**config.mk**
```make
export PLATFORM = sky130hd
export DESIGN_NAME = tsf_top
export DESIGN_NICKNAME = d
export VERILOG_FILES = /design/src/shared/tsf_pkg.sv /design/src/rtl/tsf_top.sv /design/src/rtl/tsf_channel.sv
export VERILOG_INCLUDE_DIRS = /design/src /design/src/shared
export SDC_FILE = /design/constraint.sdc
export NUM_CORES = 1
export LEC_CHECK = 0
export BUFFER_PORTS_ARGS = -buffer_cell sky130_fd_sc_hd__buf_2
export CAP_MARGIN = 5
export CORE_AREA = 5 5 155 157
export DETAILED_ROUTE_END_ITERATION = 6
export DIE_AREA = 0 0 160 162
export PLACE_DENSITY = 0.83
export SYNTH_ARGS = -nofsm -noshare
export SYNTH_HDL_FRONTEND = slang
export SYNTH_HIERARCHICAL = 1
export SYNTH_SLANG_ARGS = --single-unit
```
**constraint.sdc**
```tcl
create_clock -name clk -period 6.7 [get_ports clk]
set_clock_uncertainty 0.2 [all_clocks]
set_input_delay 0.335 -clock clk [delete_from_list [all_inputs] [get_ports clk]]
set_output_delay 0.335 -clock clk [all_outputs]
set_load 0.03 [all_outputs]
```
**src/shared/tsf_defs.svh**
```systemverilog
`ifndef TSF_DEFS_SVH
`define TSF_DEFS_SVH

// register byte offsets on the axi4-lite slave
`define TSF_OFF_STAT0 32'h00000000
`define TSF_OFF_STAT1 32'h00000004
`define TSF_OFF_STAT2 32'h00000008
`define TSF_OFF_CNT0 32'h0000000C
`define TSF_OFF_CNT1 32'h00000010
`define TSF_OFF_CNT2 32'h00000014
`define TSF_OFF_CTRL 32'h00000018
`define TSF_OFF_IEN0 32'h0000001C
`define TSF_OFF_IEN1 32'h00000020
`define TSF_OFF_IEN2 32'h00000024

// status byte field positions; flags a..d sit in bits 0..3
`define TSF_BIT_DIR 7
`define TSF_BIT_RSV 6
`define TSF_BIT_UNF 5
`define TSF_BIT_OVF 4

// control word: run bits 2:0, phase mode bits 5:4, bit 3 held zero
`define TSF_CTRL_PHASE_LSB 3

// reset values, limits and implemented-bit masks
`define TSF_CNT_RST 16'h0000
`define TSF_CNT_MAX 16'hFFFF
`define TSF_DIR_RST 1'h1
`define TSF_CTRL_RST 6'h00
`define TSF_CTRL_MASK 6'h37
`define TSF_CH0_MASK 6'h1F
`define TSF_CH12_MASK 6'h33
`define TSF_RESP_OKAY 2'h0
`define TSF_RESP_SLVERR 2'h2

`endif

```
**src/shared/tsf_pkg.sv**
```systemverilog
`include "tsf_defs.svh"

package tsf_pkg;

  // register selector; codes equal the word index of the map
  typedef enum logic [3:0] {
    TSF_R_STAT0 = 4'h0,
    TSF_R_STAT1 = 4'h1,
    TSF_R_STAT2 = 4'h2,
    TSF_R_CNT0 = 4'h3,
    TSF_R_CNT1 = 4'h4,
    TSF_R_CNT2 = 4'h5,
    TSF_R_CTRL = 4'h6,
    TSF_R_IEN0 = 4'h7,
    TSF_R_IEN1 = 4'h8,
    TSF_R_IEN2 = 4'h9,
    TSF_R_NONE = 4'hF
  } tsf_reg_e;

  typedef logic [15:0] tsf_cnt_t;

  // full-address decode; anything unaligned or outside the map is none
  function automatic tsf_reg_e tsf_reg_of(input logic [31:0] addr);
    tsf_reg_e r;
    r = TSF_R_NONE;
    case (addr)
      `TSF_OFF_STAT0: r = TSF_R_STAT0;
      `TSF_OFF_STAT1: r = TSF_R_STAT1;
      `TSF_OFF_STAT2: r = TSF_R_STAT2;
      `TSF_OFF_CNT0: r = TSF_R_CNT0;
      `TSF_OFF_CNT1: r = TSF_R_CNT1;
      `TSF_OFF_CNT2: r = TSF_R_CNT2;
      `TSF_OFF_CTRL: r = TSF_R_CTRL;
      `TSF_OFF_IEN0: r = TSF_R_IEN0;
      `TSF_OFF_IEN1: r = TSF_R_IEN1;
      `TSF_OFF_IEN2: r = TSF_R_IEN2;
      default: r = TSF_R_NONE;
    endcase
    return r;
  endfunction : tsf_reg_of

endpackage : tsf_pkg

```
**src/rtl/tsf_top.sv**
```systemverilog
// Function
// ch1/2 bit7 shows direction, ch0 zero
// bit6 of every status reads one
// phase mode: zero to max sets underflow
// ch0 underflow bit reads zero, fixed
// max to zero wrap sets overflow
// write zero after reading one clears
// ch0 compare match on d sets flag
// ch0 capture into d sets flag
// ch1/2 bit3 reads zero, fixed
// ch0 compare match on c sets flag
// ch0 capture into c sets flag
// ch1/2 bit2 reads zero, fixed
// compare match on b sets flag
// capture into b sets flag
// compare match on a sets flag
// capture into a sets flag
// one status register per channel
// three 16-bit counters, reset to zero
// counter takes only full 16-bit writes
// enabled set flag raises interrupt request
// counter counts only while run set
// set event beats clearing write
// phase mode wraps both ways, flagged
//
// The AXI4-Lite register port and the register addresses were left to the implementer.
`timescale 1ns/1ps
`include "tsf_defs.svh"

module tsf_top
  import tsf_pkg::*;
(
  input wire logic clk,
  input wire logic resetn,
  input wire logic [31:0] s_axi_awaddr,
  input wire logic s_axi_awvalid,
  output logic s_axi_awready,
  input wire logic [31:0] s_axi_wdata,
  input wire logic [3:0] s_axi_wstrb,
  input wire logic s_axi_wvalid,
  output logic s_axi_wready,
  output logic [1:0] s_axi_bresp,
  output logic s_axi_bvalid,
  input wire logic s_axi_bready,
  input wire logic [31:0] s_axi_araddr,
  input wire logic s_axi_arvalid,
  output logic s_axi_arready,
  output logic [31:0] s_axi_rdata,
  output logic [1:0] s_axi_rresp,
  output logic s_axi_rvalid,
  input wire logic s_axi_rready,
  input wire logic [2:0] count_step,
  input wire logic [2:0] count_up,
  input wire logic [11:0] match_strobe,
  input wire logic [11:0] capture_strobe,
  input wire logic [11:0] capture_mode,
  output logic [47:0] count_value,
  output logic [23:0] event_status,
  output logic [17:0] irq_request
);

  logic [1:0] rst_sync_q;
  logic rst_n;

  // release through two flops so no flop sees a ragged deassert
  always_ff @(posedge clk or negedge resetn) begin
    if (!resetn) begin
      rst_sync_q <= 2'h0;
    end else begin
      rst_sync_q <= {rst_sync_q[0], 1'h1};
    end
  end

  assign rst_n = rst_sync_q[1];

  logic aw_held_q, aw_held_d;
  logic w_held_q, w_held_d;
  logic awready_q, wready_q;
  logic bvalid_q, bvalid_d;
  logic arready_q;
  logic rvalid_q, rvalid_d;
  logic [31:0] aw_addr_q;
  logic [31:0] w_data_q;
  logic [3:0] w_strb_q;
  logic [1:0] bresp_q;
  logic [31:0] rdata_q;
  logic [1:0] rresp_q;
  logic [5:0] ctrl_q;

  // write channel handshakes; address and data may come in either order
  wire aw_take = s_axi_awvalid & awready_q;
  wire w_take = s_axi_wvalid & wready_q;
  wire do_write = aw_held_q & w_held_q & ~bvalid_q;

  assign aw_held_d = ~do_write & (aw_held_q | aw_take);
  assign w_held_d = ~do_write & (w_held_q | w_take);
  assign bvalid_d = do_write | (bvalid_q & ~s_axi_bready);

  // read channel; only one read under way, so arready falls while rvalid stands
  wire ar_take = s_axi_arvalid & arready_q;

  assign rvalid_d = ar_take | (rvalid_q & ~s_axi_rready);

  // address decode of both channels shares one function
  tsf_reg_e wr_reg;
  tsf_reg_e rd_reg;

  assign wr_reg = tsf_reg_of(aw_addr_q);
  assign rd_reg = tsf_reg_of(s_axi_araddr);

  // counter needs both low lanes
  wire wr_cnt = (wr_reg == TSF_R_CNT0) | (wr_reg == TSF_R_CNT1) | (wr_reg == TSF_R_CNT2);
  wire wr_word = &w_strb_q[1:0];
  wire wr_err = (wr_reg == TSF_R_NONE) | (wr_cnt & ~wr_word);
  wire wr_ok = do_write & ~wr_err & (wr_cnt | w_strb_q[0]); // byte regs need lane 0

  // write handshake flops; ready stays low while a response is pending
  always_ff @(posedge clk or negedge rst_n) begin
    if (!rst_n) begin
      aw_held_q <= 1'h0;
      w_held_q <= 1'h0;
      awready_q <= 1'h0;
      wready_q <= 1'h0;
      bvalid_q <= 1'h0;
    end else begin
      aw_held_q <= aw_held_d;
      w_held_q <= w_held_d;
      awready_q <= ~aw_held_d & ~bvalid_d;
      wready_q <= ~w_held_d & ~bvalid_d;
      bvalid_q <= bvalid_d;
    end
  end

  // write payload capture and response code
  always_ff @(posedge clk or negedge rst_n) begin
    if (!rst_n) begin
      aw_addr_q <= 32'h00000000;
      w_data_q <= 32'h00000000;
      w_strb_q <= 4'h0;
      bresp_q <= `TSF_RESP_OKAY;
    end else begin
      if (aw_take) begin
        aw_addr_q <= s_axi_awaddr;
      end
      if (w_take) begin
        w_data_q <= s_axi_wdata;
        w_strb_q <= s_axi_wstrb;
      end
      if (do_write) begin
        bresp_q <= wr_err ? `TSF_RESP_SLVERR : `TSF_RESP_OKAY;
      end
    end
  end

  // run and phase mode bits
  always_ff @(posedge clk or negedge rst_n) begin
    if (!rst_n) begin
      ctrl_q <= `TSF_CTRL_RST;
    end else if (wr_ok && wr_reg == TSF_R_CTRL) begin
      ctrl_q <= w_data_q[5:0] & `TSF_CTRL_MASK;
    end
  end

  // read table indexed by selector code
  logic [31:0] rd_table [10];
  logic [31:0] rd_word;

  assign rd_table[6] = {26'h0, ctrl_q};
  assign rd_word = (rd_reg == TSF_R_NONE) ? 32'h00000000 : rd_table[rd_reg];

  logic [7:0] stat_w [3];
  logic [15:0] cnt_w [3];
  logic [5:0] irq_w [3];

  // one slice per channel
  genvar gc;
  for (gc = 0; gc < 3; gc++) begin : g_ch
    localparam tsf_reg_e STAT_REG = tsf_reg_e'(4'(gc));
    localparam tsf_reg_e CNT_REG = tsf_reg_e'(4'(gc + 3));
    localparam tsf_reg_e IEN_REG = tsf_reg_e'(4'(gc + 7));
    localparam logic [5:0] MASK = (gc == 0) ? `TSF_CH0_MASK : `TSF_CH12_MASK;

    logic [5:0] ien_q;

    // a status read arms the flags that read back as one
    wire stat_rd = ar_take & (rd_reg == STAT_REG);
    wire stat_wr = wr_ok & (wr_reg == STAT_REG);
    wire cnt_wr = wr_ok & (wr_reg == CNT_REG);

    // enable bits, reserved ones held zero
    always_ff @(posedge clk or negedge rst_n) begin
      if (!rst_n) begin
        ien_q <= 6'h00;
      end else if (wr_ok && wr_reg == IEN_REG) begin
        ien_q <= w_data_q[5:0] & MASK;
      end
    end

    tsf_channel #(
      .HAS_PHASE(gc != 0),
      .FLAG_MASK(MASK)
    ) u_ch (
      .clk(clk),
      .rst_n(rst_n),
      .run(ctrl_q[gc]),
      .phase_en(ctrl_q[`TSF_CTRL_PHASE_LSB + gc]),
      .dir_up(count_up[gc]),
      .step(count_step[gc]),
      .match(match_strobe[gc*4 +: 4]),
      .capture(capture_strobe[gc*4 +: 4]),
      .cap_mode(capture_mode[gc*4 +: 4]),
      .cnt_wr(cnt_wr),
      .cnt_wdata(w_data_q[15:0]),
      .stat_rd(stat_rd),
      .stat_wr(stat_wr),
      .stat_wdata(w_data_q[5:0]),
      .irq_en(ien_q),
      .count(cnt_w[gc]),
      .status(stat_w[gc]),
      .irq(irq_w[gc])
    );

    // register views for the read path
    assign rd_table[gc] = {24'h0, stat_w[gc]};
    assign rd_table[gc + 3] = {16'h0, cnt_w[gc]};
    assign rd_table[gc + 7] = {26'h0, ien_q};

    // flop outputs of the slice straight to the pins
    assign count_value[gc*16 +: 16] = cnt_w[gc];
    assign event_status[gc*8 +: 8] = stat_w[gc];
    assign irq_request[gc*6 +: 6] = irq_w[gc];
  end

  // read data is taken at the address handshake, so it matches what armed the flags
  always_ff @(posedge clk or negedge rst_n) begin
    if (!rst_n) begin
      arready_q <= 1'h0;
      rvalid_q <= 1'h0;
      rdata_q <= 32'h00000000;
      rresp_q <= `TSF_RESP_OKAY;
    end else begin
      arready_q <= ~rvalid_d;
      rvalid_q <= rvalid_d;
      if (ar_take) begin
        rdata_q <= rd_word;
        rresp_q <= (rd_reg == TSF_R_NONE) ? `TSF_RESP_SLVERR : `TSF_RESP_OKAY;
      end
    end
  end

  // bus outputs, each from its flop
  assign s_axi_awready = awready_q;
  assign s_axi_wready = wready_q;
  assign s_axi_bvalid = bvalid_q;
  assign s_axi_bresp = bresp_q;
  assign s_axi_arready = arready_q;
  assign s_axi_rvalid = rvalid_q;
  assign s_axi_rdata = rdata_q;
  assign s_axi_rresp = rresp_q;

  // partial counter write refused
  cnt_word_a: assert property (@(posedge clk) disable iff (!rst_n)
    (do_write && wr_cnt && !wr_word) |=>
    (bvalid_q && bresp_q == `TSF_RESP_SLVERR))
    else $error("partial counter write not refused");

  // status read of channel 1 returns that channel
  stat_read_a: assert property (@(posedge clk) disable iff (!rst_n)
    (ar_take && rd_reg == TSF_R_STAT1) |=>
    (rvalid_q && rdata_q == {24'h0, $past(stat_w[1])}))
    else $error("status read from wrong channel");

endmodule : tsf_top

```
**src/rtl/tsf_channel.sv**
```systemverilog
`timescale 1ns/1ps
`include "tsf_defs.svh"

module tsf_channel
  import tsf_pkg::*;
#(
  parameter bit HAS_PHASE = 1'b0,
  parameter logic [5:0] FLAG_MASK = `TSF_CH0_MASK
) (
  input wire logic clk,
  input wire logic rst_n,
  input wire logic run,
  input wire logic phase_en,
  input wire logic dir_up,
  input wire logic step,
  input wire logic [3:0] match,
  input wire logic [3:0] capture,
  input wire logic [3:0] cap_mode,
  input wire logic cnt_wr,
  input wire tsf_cnt_t cnt_wdata,
  input wire logic stat_rd,
  input wire logic stat_wr,
  input wire logic [5:0] stat_wdata,
  input wire logic [5:0] irq_en,
  output tsf_cnt_t count,
  output logic [7:0] status,
  output logic [5:0] irq
);

  tsf_cnt_t count_q, count_d;
  logic [5:0] flag_q, flag_d, armed_q, armed_d, irq_q, set_ev, clr_ev;
  logic dir_q;

  // direction is up unless a phase channel in phase mode has dir_up low
  wire step_en = run & step;
  wire up = ~(HAS_PHASE & phase_en) | dir_up;
  wire at_max = (count_q == `TSF_CNT_MAX);
  wire at_min = (count_q == `TSF_CNT_RST);

  // software write beats a step
  assign count_d = cnt_wr ? cnt_wdata : !step_en ? count_q :
                   up ? count_q + 16'h0001 : count_q - 16'h0001;

  // match or capture
  // unmasked sources only
  genvar gi;
  for (gi = 0; gi < 4; gi++) begin : g_src
    assign set_ev[gi] = FLAG_MASK[gi] & (cap_mode[gi] ? capture[gi] : match[gi]);
  end
  // overflow on wrap
  assign set_ev[`TSF_BIT_OVF] = FLAG_MASK[`TSF_BIT_OVF] & step_en & ~cnt_wr & up & at_max;
  // underflow on wrap
  assign set_ev[`TSF_BIT_UNF] = FLAG_MASK[`TSF_BIT_UNF] & step_en & ~cnt_wr & ~up & at_min;

  // clear needs earlier read
  assign clr_ev = {6{stat_wr}} & ~stat_wdata & armed_q;
  // set beats clear
  assign flag_d = set_ev | (flag_q & ~clr_ev);
  assign armed_d = flag_d & ~clr_ev & (armed_q | ({6{stat_rd}} & flag_q));

  // counter, flags and request flops
  always_ff @(posedge clk or negedge rst_n) begin
    if (!rst_n) begin
      count_q <= `TSF_CNT_RST;
      flag_q <= 6'h00;
      armed_q <= 6'h00;
      irq_q <= 6'h00;
      dir_q <= HAS_PHASE & `TSF_DIR_RST;
    end else begin
      count_q <= count_d;
      flag_q <= flag_d;
      armed_q <= armed_d;
      irq_q <= flag_d & irq_en;
      dir_q <= HAS_PHASE & up;
    end
  end

  // status byte layout
  assign status = {dir_q, 1'h1, flag_q};
  assign count = count_q;
  assign irq = irq_q;

  // overflow wrap check
  ovf_wrap_a: assert property (@(posedge clk) disable iff (!rst_n)
    (step_en && up && at_max && !cnt_wr) |=>
    (flag_q[`TSF_BIT_OVF] && count_q == `TSF_CNT_RST))
    else $error("overflow wrap not flagged");

  // underflow wrap check
  unf_wrap_a: assert property (@(posedge clk) disable iff (!rst_n)
    (HAS_PHASE && step_en && !up && at_min && !cnt_wr) |=>
    (flag_q[`TSF_BIT_UNF] && count_q == `TSF_CNT_MAX))
    else $error("underflow wrap not flagged");

  // clear only after read
  flag_clear_a: assert property (@(posedge clk) disable iff (!rst_n)
    ($past(flag_q) & ~flag_q & ~($past(armed_q) & {6{$past(stat_wr)}})) == 6'h00)
    else $error("flag cleared without read of one");

  // set wins check
  set_wins_a: assert property (@(posedge clk) disable iff (!rst_n)
    (set_ev != 6'h00) |=> ((flag_q & $past(set_ev)) == $past(set_ev)))
    else $error("set event lost");

  // stopped counter holds
  run_hold_a: assert property (@(posedge clk) disable iff (!rst_n)
    (!run && !cnt_wr) |=> $stable(count_q))
    else $error("stopped counter moved");

  // fixed status bits
  rsv_bits_a: assert property (@(posedge clk) disable iff (!rst_n)
    status[`TSF_BIT_RSV] && (HAS_PHASE || !status[`TSF_BIT_DIR]) &&
    ((status[5:0] & ~FLAG_MASK) == 6'h00))
    else $error("fixed status bit wrong");

  // request follows flag and enable
  irq_gate_a: assert property (@(posedge clk) disable iff (!rst_n)
    1'h1 |=> (irq_q == (flag_q & $past(irq_en))))
    else $error("request not gated by enable");

endmodule : tsf_channel

```
* After elaboration in Yosys (flattened, before gate mapping)
Index checks and enable logic that the tools add are counted.
** Storage, ports and cells
- Register bits after elaboration :: 217
- Bits of input ports :: 149
- Output and inout bits :: 131
- Logic and storage cells :: 207
** Cells by class
- Add/subtract/negate cells :: 5
- $lt $le $gt $ge :: 1
- Equal/unequal tests :: 34
- Mux-type cells :: 24
- Bitwise operators :: 97
- Reduce and logical (&&, ||, !) cells :: 14
** Operator list (number)
- 32-bit by 5-bit equality test with 1-bit output (second input constant) :: 8
- 32-bit binary-select mux with 4-bit select :: 1
- 32-bit by 4-bit equality test with 1-bit output (second input constant) :: 4
- 32-bit by 6-bit equality test with 1-bit output (second input constant) :: 4
- 16-bit two-way mux :: 8
- 6-bit bitwise AND :: 20
- 32-bit two-way mux :: 3
- 4-bit one-hot mux with 10 select lines :: 2
- 32-bit by 3-bit equality test with 1-bit output (second input constant) :: 2
- 32-bit zero test :: 2
- 16-bit by 1-bit adder with 16-bit output (second input constant) :: 3
- 16-bit equality test (second input constant) :: 3
- 1-bit bitwise AND :: 38
- 16-bit zero test :: 2
- 16-bit by 1-bit subtractor with 16-bit output (second input constant) :: 2
- 6-bit bitwise OR :: 5
- 6-bit NOT :: 4
- 1-bit NOT :: 17
- 4-bit by 3-bit equality test with 1-bit output (second input constant) :: 4
- 4-bit equality test (second input constant) :: 4
- 4-bit by 2-bit equality test with 1-bit output (second input constant) :: 3
- 1-bit bitwise OR :: 10
- 4-bit by 1-bit equality test with 1-bit output (second input constant) :: 2
- 4-bit zero test :: 2
- other kinds (9) :: 22

* Logic depth before layout (Yosys ltp)
Gate-level depths: netlist of run 1.
- Depth in word-level cells :: 18
- Gate-level depth with buffers :: 12
- Depth with buffers taken out :: 12

* Hierarchy
The synthesis of run 1 kept the hierarchy.
** By module, submodules not included
- tsf_top :: times used 1, cells each 415, area each 4865.9 um2, seq. area each 2377.3 um2
- tsf_channel at g_ch[1].u_ch ... :: times used 2, cells each 253, area each 2223.4 um2, seq. area each 877.1 um2
- tsf_channel at g_ch[0].u_ch :: times used 1, cells each 171, area each 1729.2 um2, seq. area each 850.8 um2

* Worst setup path after synthesis of run 1
Ideal clock, no wire load.
- Kind :: reg-to-reg
- From :: register aw_addr_q[26]
- To :: register g_ch[1].u_ch.count_q[7]
- Library setup time :: 0.127 ns
- Data arrival time :: 2.943 ns
- Data required time :: 6.373 ns
- Setup slack :: 3.430 ns
- Cell stages (with the launch flop) :: 10
- Buffers on the path :: 1
- Clock period less this slack :: 3.270 ns
- Path through :: dfrtp_1 > or4_4 > nor3_4 > nand3_2 > or3_2 > nor3_1 > clkbuf_1 > and2b_1 > a22oi_1 > nand3_1
** On the way
- Longest elaborated chain between the ends :: 12
** RTL lines
- from (decl) :: RTL line tsf_top.sv:82 : logic [31:0] aw_addr_q;
- from (signal assigned) :: RTL line tsf_top.sv:143 : aw_addr_q <= s_axi_awaddr;
- 32-bit by 6-bit equality test with 1-bit output, or another cell as far along :: RTL line tsf_pkg.sv:26 : case (addr)
- 4-bit one-hot mux with 10 select lines (*) :: RTL line tsf_pkg.sv:26
- 4-bit by 2-bit equality test with 1-bit output or 4-bit by 3-bit equality test with 1-bit output (tied branches) :: RTL line tsf_top.sv:112, tsf_top.sv:188
- 1-bit bitwise OR (2 in a row) :: RTL line tsf_top.sv:112 : wire wr_cnt = (wr_reg == TSF_R_CNT0) | (wr_reg == TSF_R_CNT1) | (wr_reg == TSF_R_CNT2);
- 1-bit bitwise AND :: RTL line tsf_top.sv:114 : wire wr_err = (wr_reg == TSF_R_NONE) | (wr_cnt & ~wr_word);
- 1-bit bitwise OR :: RTL line tsf_top.sv:114
- 1-bit NOT :: RTL line tsf_top.sv:115 : wire wr_ok = do_write & ~wr_err & (wr_cnt | w_strb_q[0]);
- 1-bit bitwise AND (2 in a row) :: RTL line tsf_top.sv:115
- 1-bit bitwise AND (*) :: RTL line tsf_top.sv:188 : wire cnt_wr = wr_ok & (wr_reg == CNT_REG);
- named net g_ch[1].cnt_wr :: RTL line tsf_top.sv:188
- 16-bit two-way mux or 2-bit nonzero test (tied branches)
- to (signal assigned) :: RTL line tsf_channel.sv:64 : count_q <= `TSF_CNT_RST;
- to (signal assigned) :: RTL line tsf_channel.sv:70 : count_q <= count_d;
- to (decl) :: RTL line tsf_channel.sv:30 : tsf_cnt_t count_q, count_d;
The timed path passes the listed nets; every way through them passes the cells marked *.
A chain may end at the register's enable or synchronous reset.

* Worst setup path after layout of run 1
- From :: register aw_addr_q[13]
- To :: register g_ch[1].u_ch.flag_q[1]
** On the way
- Longest elaborated chain between the ends :: 16
** RTL lines
- 32-bit by 6-bit equality test with 1-bit output, or another cell as far along :: RTL line tsf_pkg.sv:26
- 4-bit one-hot mux with 10 select lines (*) :: RTL line tsf_pkg.sv:26
- 4-bit by 2-bit equality test with 1-bit output or 4-bit by 3-bit equality test with 1-bit output (tied branches) :: RTL line tsf_top.sv:112
- 1-bit bitwise OR (2 in a row) :: RTL line tsf_top.sv:112
- 1-bit bitwise AND :: RTL line tsf_top.sv:114
- 1-bit bitwise OR :: RTL line tsf_top.sv:114
- 1-bit NOT :: RTL line tsf_top.sv:115
- 1-bit bitwise AND (2 in a row) :: RTL line tsf_top.sv:115
- 1-bit bitwise AND (*) :: RTL line tsf_top.sv:187 : wire stat_wr = wr_ok & (wr_reg == STAT_REG);
- named net g_ch[1].stat_wr :: RTL line tsf_top.sv:187
- 6-bit bitwise AND (*) (2 in a row) :: RTL line tsf_channel.sv:56 : assign clr_ev = {6{stat_wr}} & ~stat_wdata & armed_q;
- 6-bit NOT (*) :: RTL line tsf_channel.sv:58 : assign flag_d = set_ev | (flag_q & ~clr_ev);
- 6-bit bitwise AND (*) :: RTL line tsf_channel.sv:58
- 6-bit bitwise OR (*) :: RTL line tsf_channel.sv:58
- named net g_ch[1].u_ch.flag_d[1] :: RTL line tsf_channel.sv:31 : logic [5:0] flag_q, flag_d, armed_q, armed_d, irq_q, set_ev, clr_ev;
- to (signal assigned) :: RTL line tsf_channel.sv:71 : flag_q <= flag_d;
- to (decl) :: RTL line tsf_channel.sv:31
Marked as above.

==> out/metrics.csv, run 1 <==
metric,value,unit
status,"complete, no violations",
root buffer cell,clkbuf_16,
peak supply drop,176.1,uV
Cells after Synth,1092,
Hold Startpoint,capture_mode[3],
routability cong.,0.9479,
Max-Cap Viols,0,
PostCTS Resize Cnt,0,
"Primary FF master, synth",dfrtp_1,
WHS Endpoint,g_ch[0].u_ch/flag_q[3]$_DFF_PN0_,
DP Worst Slack,2604,ps
worst reg2reg setup slack,2100,ps
Overflow after GRT,0,
pwr dens,235.4,nW/um2
Yosys reg bits,199,
Max-slew headroom,31.37,%
CTS tree,yes,
Startpoint Class,flop,
Layout area overhead,22.58,%
diodes inserted,0,
clock slew at reported path FFs,80,ps
minimum clock period,4605,ps
Critical Path Most Common Cell,nand3_2,
Final #Nets,1517,
wire per inst,21.14,um
mapped cell area,11040,um2
final WL,35160,um
footprint of the multi-input gates,5542,um2
hpwl dp,25120,um
hold_ws,9.870,ps
post-synthesis sequential area ratio,45.12,%
CP Capture Type,flop,
drt drc,0,
remaining antenna violation count after routing,0,
die span in y,162,um
Min-Delay Path Depth,3,
CP peak stage delay,800,ps
Vias,9894,
DR WL met2,16750,um
Max Used Layer,met5,
Gate power share,14.7,%
slew of the pin with the lowest slew margin,1027,ps
Crit Path Class,reg2reg,
DRT met1 WL,13920,um
Pint,2198,uW
fmax,217.2,MHz
first-pass GRT wire length,55300,um
Net Sw Frac,31.03,%
Num CTS Buffers,17,
drt via density,5.949,
H-tree depth reported by CTS,4,
RSZ-0062 raised after global routing,false,
starting density of the core,49.37,%
P_leak,0.006115,uW
Tot GR Track Use,26.73,%
r2r endpoint,g_ch[1].u_ch/flag_q[1]$_DFF_PN0_,
Final Hold Viols,0,
clk_lat worst skew,440,ps
I/O pin count,280,
layout cell share with drive strength beyond 1,27.94,%
Worst Path Required,6840,ps
clock sinks,199,
Worst Path Arrival,4750,ps
initial antenna violation count,2,
# fillers,1844,
initial DRC count,1044,
Commonest cells post-synth,"dfrtp_1, nand2_1, mux2_2",
Post-synth EDFFs,0,
vias in the first global route,9883,
endpoints failing setup,0,
Worst Hold Class,in2reg,
row cnt,55,
Crit-path slowest cell,nor2b_1,
largest net degree at the start of global routing,155,
Syn. warnings,6,
number of detailed-route iterations in the first pass,6,
Slew Limit Fails,0,
Synth top area share,44.65,%
Setup TNS,0,ps
CP cell instances,nor4_2 -> nand3_2 -> nor3_4 -> nand3_2 -> a2111oi_0 -> nor2b_1 -> nand3b_1 -> a221oi_1 -> dlygate4sd3_1 -> inv_1,
CTS max path bufs,2,
most common cell in the netlist,dfrtp_1,
Reg power frac,51.5,%
Sw Pwr,988.6,uW
final worst setup slack,2095,ps
fraction of registers with async set or reset after synthesis,100.0,%
period utilisation layout,68.73,%
Reg2Reg Depth,10,
area of the core,22370,um2
Clock power frac,33.9,%
metal3 WL,3271,um
RR Startpoint,aw_addr_q[13]$_DFFE_PN0P_,
IO Port Bufs,226,
die area,25920,um2
Mean Syn Cell Area,10.11,um2
Netlist cell types,84,
post-synth top area cell,dfrtp_1,
sequential cell area,4986,um2
Die X,160,um
Area contributors post-synth,"dfrtp_1, mux2_2, mux2i_1",
crit path max fanout,8,
-- power groups by stage --
stage                     clock network [uW]  registers [uW]  logic (uW)
after global placement                     0            1640         417
after global routing                    1140            1660         512
after CTS                               1090            1630         466
after detailed placement                   0            1660         436
after floorplan                            0            1550         336
final                                   1080            1640         467
-- layer usage --
layer	vias up	track usage (%)
met1	4790	34.38
met5	-	0
met4	4	10.44
met2	546	43.47
met3	85	7.105
li1	4469	-
-- through the flow --
step           power (uW)  std cells  utilization (%)  cell area (um2)
2_1_floorplan        1886       1114                -            11120
3_3_place_gp         2058       1559            54.55            12200
3_5_place_dp         2092       1559            54.55            12200
4_1_cts              3186       1663            60.52            13540
5_1_grt              3317       1663            60.52            13540
6_report             3186       1663            60.52            13540
-- worst max-delay path by stage --
stage / start / end / slack (ps) / cells past startpoint
after CTS: aw_addr_q[13]$_DFFE_PN0P_ / g_ch[1].u_ch/flag_q[1]$_DFF_PN0_ / 2170 / 10
after global placement: aw_addr_q[13]$_DFFE_PN0P_ / g_ch[1].u_ch/armed_q[0]$_DFF_PN0_ / 2870 / 9
after detailed placement: aw_addr_q[13]$_DFFE_PN0P_ / g_ch[1].u_ch/armed_q[1]$_DFF_PN0_ / 2600 / 9
final: aw_addr_q[13]$_DFFE_PN0P_ / g_ch[1].u_ch/flag_q[1]$_DFF_PN0_ / 2100 / 10
after global routing: aw_addr_q[13]$_DFFE_PN0P_ / g_ch[1].u_ch/flag_q[1]$_DFF_PN0_ / 1930 / 10
after floorplan: rst_sync_q[1]$_DFF_PN0_ / aw_addr_q[0]$_DFFE_PN0P_ / 550 / 0
-- logic make-up (layout without fill, tap and decap cells) --
group / after synthesis / in the layout / share of synthesized area [%]
xor gates and xnor gates: 38 / 38 / 3.014
other: 6 / 28 / 0.2040
buffers and inverters: 104 / 368 / 5.552
AOI/OAI and AO/OA: 202 / 202 / 12.17
adders and majority gates: 3 / 3 / 0.3400
and+or+nand+nor: 417 / 417 / 21.38
muxes: 123 / 123 / 12.22
DFF: 199 / 199 / 45.12
-- registers in the layout (all words and copies together) (netlist names), 2 cells and up --
register,cells
aw_addr_q,32
ctrl_q,5
g_ch.ien_q,13
g_ch.u_ch/armed_q,18
g_ch.u_ch/count,48
g_ch.u_ch/dir_q,2
g_ch.u_ch/flag_q,18
g_ch.u_ch/irq,18
rst_sync_q,2
s_axi_rdata,16
w_data_q,16
w_strb_q,2
-- cells in the final DEF, fill, tap and decap left out, types with 8 or more instances in the layout --
cell           count
buf_2            226
xor2_1            17
nand4_1           21
conb_1            28
and3_1            17
o21ai_0           67
nor2b_1           27
a221oi_1           8
inv_1             28
a21o_1            15
nor3_1            20
and2_1            15
nand3_1           38
dlygate4sd3_1     72
nor2_1            61
or4_1              8
o21ai_1           12
nor4_1            23
mux2_2            78
a21oi_1           26
nand2_1          106
dfrtp_1          196
mux2i_1           41
clkbuf_16         17
nand3b_1          17
a22oi_1            8
or3_1              8
xnor2_1           21
-- cell type report --
type	instances	share of cell area, %
repair buffers	306	14.22
clock inverters	15	1.396
well taps	285	2.634
multi-input cells	811	40.94
clock buffers	17	3.143
flip-flops and latches	199	36.84
inverters	30	0.8319
-- worst max-delay path: cells and delay by family (launching register included) --
family,cells,cell delay (ps)
and+or+nand+nor,6,2160
buffers and inverters,2,680
DFF,1,390
AOI/OAI and AO/OA,2,1070
-- timing repair --
action,4_1_cts,5_1_grt
setup endpoints to repair,0,0
buffers inserted,0,0
endpoints found under the hold margin,67,0
hold buffers,72,0
Note: power is estimated with default switching activity, not from simulation.
==> inputs of run 2 (changes only) <==
Clock period 6.7 ns to 4.3 ns, I/O delays scaled along.
==> run 2 against run 1 <==
Compared with the run above: worst hold slack better by 52 ps; global-route usage up 0.18 points; die area unchanged; maximum frequency is 18% higher; cell count increased by 0.54%.
==> out/metrics.csv, run 2 (synthesized netlist as in run 1, its figures left out) <==
metric,value,unit,change
status,"complete, no violations",,unchanged
"commonest non-fill, non-tap cells in the layout","buf_2, dfrtp_1, nand2_1, mux2_2, dlygate4sd3_1",,unchanged
drt via density,5.895,,was 5.949
Final Hold Viols,0,,unchanged
Layout area overhead,23.09,%,was 22.58%
first-pass GRT wire length,55350,um,"was 55,300 um"
clk_lat worst skew,430,ps,was 440 ps
final worst setup slack,389.6,ps,was 2095 ps
Critical Path Most Common Cell,nand3_2,,unchanged
Max-slew headroom,41.70,%,was 31.37%
Worst Hold Class,in2reg,,unchanged
endpoints failing setup,0,,unchanged
fmax,255.7,MHz,was 217.2 MHz
Final #Nets,1526,,"was 1,517"
# Post-CTS Setup Buffers,0,,unchanged
vias in the first global route,9781,,"was 9,883"
CP peak stage delay,610,ps,was 800 ps
initial DRC count,1075,,"was 1,044"
starting density of the core,49.37,%,unchanged
wire per inst,21.29,um,was 21.14 um
routability cong.,0.9330,,was 0.9479
period utilisation layout,90.94,%,was 68.73%
"commonest non-fill, non-tap cell in the layout",buf_2,,unchanged
RSZ-0062 raised after global routing,false,,unchanged
max reg flops,48,,unchanged
layout cell share with drive strength beyond 1,28.12,%,was 27.94%
row cnt,55,,unchanged
DP Worst Slack,771.0,ps,was 2604 ps
diodes inserted,0,,unchanged
Worst Path Arrival,4040,ps,was 4750 ps
root buffer cell,clkbuf_16,,unchanged
clock sinks,199,,unchanged
minimum clock period,3910,ps,was 4605 ps
number of detailed-route iterations in the first pass,5,,was 6
die span in y,162,um,unchanged
Setup TNS,0,ps,unchanged
Crit Path Class,reg2reg,,unchanged
hpwl dp,25840,um,"was 25,120 um"
Tot GR Track Use,26.92,%,was 26.73%
peak supply drop,286.7,uV,was 176.1 uV
clock slew at reported path FFs,80,ps,about the same
Overflow after GRT,0,,unchanged
crit path max fanout,7,,was 8
Vias,9856,,"was 9,894"
slew of the pin with the lowest slew margin,867.9,ps,was 1027 ps
CP cell instances,nor4_2 -> nand3_2 -> nor3_4 -> nand3_2 -> a2111oi_1 -> nor3b_1 -> buf_4 -> nand3b_1 -> a221oi_1 -> dlygate4sd3_1 -> inv_1 -> and3_1,,was nor4_2 -> nand3_2 -> nor3_4 -> nand3_2 -> a2111oi_0 -> nor2b_1 -> nand3b_1 -> a221oi_1 -> dlygate4sd3_1 -> inv_1
# placed instances,1566,,"was 1,559"
pwr dens,361.3,nW/um2,was 235.4 nW/um2
final WL,35600,um,"was 35,160 um"
final cell count without fillers,1672,,"was 1,663"
remaining antenna violation count after routing,0,,unchanged
initial antenna violation count,2,,unchanged
Startpoint Class,flop,,unchanged
largest net degree at the start of global routing,59,,was 155
Die X,160,um,unchanged
die area,25920,um2,unchanged
Max-Cap Viols,0,,unchanged
CTS tree,yes,,unchanged
area of the core,22370,um2,unchanged
Num CTS Buffers,17,,unchanged
P_leak,0.006149,uW,was 0.006115 uW
H-tree depth reported by CTS,4,,unchanged
I/O pin count,280,,unchanged
Crit-path slowest cell,dlygate4sd3_1,,was nor2b_1
Slew Limit Fails,0,,unchanged
drt drc,0,,unchanged
CP Capture Type,flop,,unchanged
Worst Path Required,4430,ps,was 6840 ps
CTS max path bufs,2,,unchanged
IO Port Bufs,226,,unchanged
## run 2: changes by cell type in the layout (fill, tap and decap cells not counted), sizes merged
cell,change
bufinv,-1
clkbuf,+4
buf,+7
dlygate4sd3,+2
clkinv,-2
inv,-1
## run 2: worst max-delay path, delay by kind of cell (launching register included)
kind | cells | cell delay [ps]
DFF | 1 | 390
buffers and inverters | 3 | 870
and+or+nand+nor | 7 | 1570
AOI/OAI and AO/OA | 2 | 760
## run 2: cell type report
| type | instances | area (um2) |
|---|---|---|
| clock buffer | 21 | 460.4 |
| clock inverter | 11 | 136.4 |
| fill | 1852 | 8773 |
| inverter | 30 | 112.6 |
| multi-input combinational | 811 | 5543 |
| sequential | 199 | 4986 |
| tap | 285 | 356.6 |
| timing repair buffer | 315 | 1997 |
## run 2: where the power goes
| group | total, uW | internal [uW] | leakage (uW) | switching, uW |
|---|---|---|---|---|
| clock | 1610 | 857 | 0.000288 | 757 |
| sequential | 2560 | 2140 | 0.00240 | 422 |
| combinational | 735 | 401 | 0.00346 | 334 |
| total | 4910 | 3400 | 0.00615 | 1510 |
## run 2: per-stage QoR
step                      util (%)  power, uW  hold slack, ps  instance area, um2
after floorplan                  -       2938          -280.6               11130
after global placement       54.79       3218          -195.5               12250
after detailed placement     54.79       3263          -193.8               12250
after CTS                    60.77       4912           43.73               13590
after global routing         60.77       5106           62.06               13590
final                        60.77       4911           61.76               13590
## run 2: timing repair
action | CTS | global route
resized for setup | 0 | 1
hold buffers | 74 | 0
endpoints found under the setup margin | 0 | 3
hold endpoints to repair | 84 | 0
## run 2: final timing paths
| path | end | slack, ps | cells past startpoint | start |
|---|---|---|---|---|
| worst min-delay path | g_ch[2].u_ch/armed_q[0]$_DFF_PN0_ | 60 | 4 | match_strobe[8] |
| worst max-delay path | g_ch[0].u_ch/armed_q[1]$_DFF_PN0_ | 390 | 12 | aw_addr_q[7]$_DFFE_PN0P_ |
| worst min register to register | rst_sync_q[1]$_DFF_PN0_ | 150 | 0 | rst_sync_q[0]$_DFF_PN0_ |
| worst max register to register | g_ch[0].u_ch/armed_q[1]$_DFF_PN0_ | 390 | 12 | aw_addr_q[7]$_DFFE_PN0P_ |
| max in group asynchronous | g_ch[1].u_ch/dir_q$_DFF_PN1_ | 2700 | 1 | rst_sync_q[1]$_DFF_PN0_ |
| min in group asynchronous | g_ch[2].u_ch/count[4]$_DFFE_PN0P_ | 180 | 0 | rst_sync_q[1]$_DFF_PN0_ |
## run 2: layer usage
metal	vias up	global-route usage (%)	part of all wire [%]
met5	-	0	0.059
met4	4	8.878	3.0
met3	77	6.927	8.3
met2	457	45.36	48
met1	4835	34.07	40
li1	4483	-	-
==> inputs of run 3 (changes only) <==
Settings changed: CORE_AREA 5 5 155 157 to 5 5 147 149, DIE_AREA 0 0 160 162 to 0 0 152 154, PLACE_DENSITY 0.83 to 0.9.
Clock period 4.3 ns to 4.5 ns, I/O delays scaled along.
==> run 3 against run 2 <==
Compared with the run above: the run now ends with design-rule violations left; sequential power decreased by 4%; final area about the same; utilization up 7.0 points; critical endpoint is now g_ch[0].u_ch/irq[3]$_DFF_PN0_.
==> out/metrics.csv, run 3 (synthesized netlist as in run 1, its figures left out) <==
metric,value,unit,change
Pint,3274,uW,was 3399 uW
DP Worst Slack,918.3,ps,was 771.0 ps
clock sinks,199,,unchanged
final WL,35940,um,"was 35,600 um"
final worst setup slack,491.5,ps,was 389.6 ps
CTS tree,yes,,unchanged
clock slew at reported path FFs,80,ps,about the same
row cnt,52,,was 55
Max-Cap Viols,0,,unchanged
"commonest non-fill, non-tap cells in the layout","buf_2, dfrtp_1, nand2_1, mux2_2, dlygate4sd3_1",,unchanged
Final #Nets,1525,,"was 1,526"
Crit-path slowest cell,dlygate4sd3_1,,unchanged
Gate power share,14.8,%,was 15.0%
root buffer cell,clkbuf_16,,unchanged
# placed instances,1549,,"was 1,566"
diodes inserted,0,,unchanged
Vias,10140,,"was 9,856"
minimum clock period,4009,ps,was 3910 ps
IO Port Bufs,226,,unchanged
Final Hold Viols,0,,unchanged
Post-DP Area,12220,um2,"was 12,250 um2"
Clock power frac,33.3,%,was 32.9%
wire per inst,21.70,um,was 21.29 um
# fillers,1479,,"was 1,852"
pwr dens,349.3,nW/um2,was 361.3 nW/um2
initial antenna violation count,0,,was 2
# Post-CTS Setup Buffers,0,,unchanged
CP peak stage delay,650,ps,was 610 ps
CP cell instances,nor4_1 -> nand4_1 -> nor3_4 -> nand3_2 -> a2111oi_2 -> nor3b_1 -> buf_4 -> nand3b_1 -> a221oi_1 -> dlygate4sd3_1 -> nor2b_1,,was nor4_2 -> nand3_2 -> nor3_4 -> nand3_2 -> a2111oi_1 -> nor3b_1 -> buf_4 -> nand3b_1 -> a221oi_1 -> dlygate4sd3_1 -> inv_1 -> and3_1
busiest metal layer after global routing,met2,,unchanged
Num CTS Buffers,17,,unchanged
routability cong.,0.9741,,was 0.9330
WP buf/inv,2,,was 3
Crit Path Class,reg2reg,,unchanged
CTS max path bufs,2,,unchanged
Net Sw Frac,31.00,%,was 30.80%
layout cell share with drive strength beyond 1,28.21,%,was 28.12%
drt drc,1,,was 0
final instance area,13580,um2,"was 13,590 um2"
Tot GR Track Use,30.15,%,was 26.92%
Worst Hold Class,in2reg,,unchanged
CP Capture Type,flop,,unchanged
hpwl dp,24990,um,"was 25,840 um"
Setup TNS,0,ps,unchanged
period utilisation layout,89.08,%,was 90.94%
drt via density,6.123,,was 5.895
Worst Path Arrival,4140,ps,was 4040 ps
Die X,152,um,was 160 um
Max-slew headroom,28.44,%,was 41.70%
RR Startpoint,aw_addr_q[18]$_DFFE_PN0P_,,was aw_addr_q[7]$_DFFE_PN0P_
first-pass GRT wire length,56800,um,"was 55,350 um"
P_leak,0.006154,uW,was 0.006149 uW
hold_ws,46.09,ps,was 61.76 ps
final cell count without fillers,1656,,"was 1,672"
number of detailed-route iterations in the first pass,7,,was 5
Reg power frac,52.0,%,was 52.2%
die span in y,154,um,was 162 um
remaining antenna violation count after routing,0,,unchanged
failing checks,design-rule violations,,
M3 GR Usage,8.291,%,was 6.927%
met2 usage,50.00,%,was 45.36%
cell family with most CP delay,simple AND/OR/NAND/NOR gates,,unchanged
I/O pin count,280,,unchanged
CP Launch Point,aw_addr_q[18]$_DFFE_PN0P_,,was aw_addr_q[7]$_DFFE_PN0P_
RSZ-0062 raised after global routing,false,,unchanged
starting density of the core,55.10,%,was 49.37%
max reg flops,48,,unchanged
status,finished with violations,,"was complete, no violations"
crit path max fanout,7,,unchanged
Sw Pwr,1471,uW,was 1513 uW
Hold Startpoint,s_axi_araddr[7],,was match_strobe[8]
peak supply drop,280.7,uV,was 286.7 uV
H-tree depth reported by CTS,4,,unchanged
initial DRC count,1291,,"was 1,075"
Layout area overhead,23.03,%,was 23.09%
Startpoint Class,flop,,unchanged
Overflow after GRT,0,,unchanged
met1 Resource Use GR,38.19,%,was 34.07%
die area,23410,um2,"was 25,920 um2"
"commonest non-fill, non-tap cell in the layout",buf_2,,unchanged
clk_lat worst skew,440,ps,was 430 ps
slew of the pin with the lowest slew margin,1073,ps,was 867.9 ps
Worst Path Required,4630,ps,was 4430 ps
area of the core,20040,um2,"was 22,370 um2"
largest net degree at the start of global routing,79,,was 59
vias in the first global route,9983,,"was 9,781"
endpoints failing setup,0,,unchanged
fmax,249.5,MHz,was 255.7 MHz
Slew Limit Fails,0,,unchanged
run 3: cell types whose count changed in the layout (fill, tap and decap cells not counted):
cell,before,now
dlygate4sd3_1,74,75
clkbuf_1,2,0
clkinv_4,2,1
clkinv_2,0,1
a2111oi_1,1,0
clkbuf_8,2,4
inv_8,2,3
clkinv_8,2,1
a2111oi_2,0,1
buf_4,14,12
run 3: path summary, 6_finish.rpt:
path | end | slack (ps) | cells after the start
setup / recovery | g_ch[0].u_ch/irq[3]$_DFF_PN0_ | 490 | 11
hold / removal | s_axi_rresp[1]$_DFFE_PN0P_ | 50 | 4
setup reg to reg | g_ch[0].u_ch/irq[3]$_DFF_PN0_ | 490 | 11
hold reg to reg | rst_sync_q[1]$_DFF_PN0_ | 160 | 0
max in group asynchronous | g_ch[1].u_ch/count[11]$_DFFE_PN0P_ | 2730 | 1
min in group asynchronous | aw_addr_q[27]$_DFFE_PN0P_ | 290 | 0
run 3: stage by stage:
step	total power (uW)	util [%]
finish	4745	67.79
global route	4913	67.79
CTS	4701	67.76
detailed placement	3101	60.98
global placement	3052	60.98
floorplan	2808	-
run 3: tightest hold or removal path: stages:
cell and delay (ps):
buf_2 80, or2_1 150, nor3_1 70, a21oi_1 130
run 3: cell type report:
cell class	instances	area (um2)	share of cell area, %
Timing Repair Buffer	314	1992	14.66
Sequential cell	199	4986	36.70
Clock inverter	11	127.6	0.9395
Inverter	30	112.6	0.8290
Multi-Input combinational cell	811	5548	40.84
Clock buffer	21	480.5	3.537
Tap cell	270	337.8	2.487
run 3: power groups by stage:
stage | Clock [uW] | Combinational [uW] | Sequential [uW]
after floorplan | 0 | 501 | 2310
after global placement | 0 | 612 | 2440
after detailed placement | 0 | 641 | 2460
after CTS | 1580 | 692 | 2430
after global routing | 1670 | 763 | 2480
final | 1580 | 701 | 2470
run 3: per-layer routing:
metal	wire length (um)	vias to the layer above
met2	17310	590
met5	0	-
met4	1211	0
met1	13910	4971
li1	-	4480
met3	3510	99
run 3: repair_timing:
item                                    CTS  global route
hold buffers                             75             0
endpoints found under the hold margin    83             0
resized for setup                         0             2
endpoints found under the setup margin    0             7
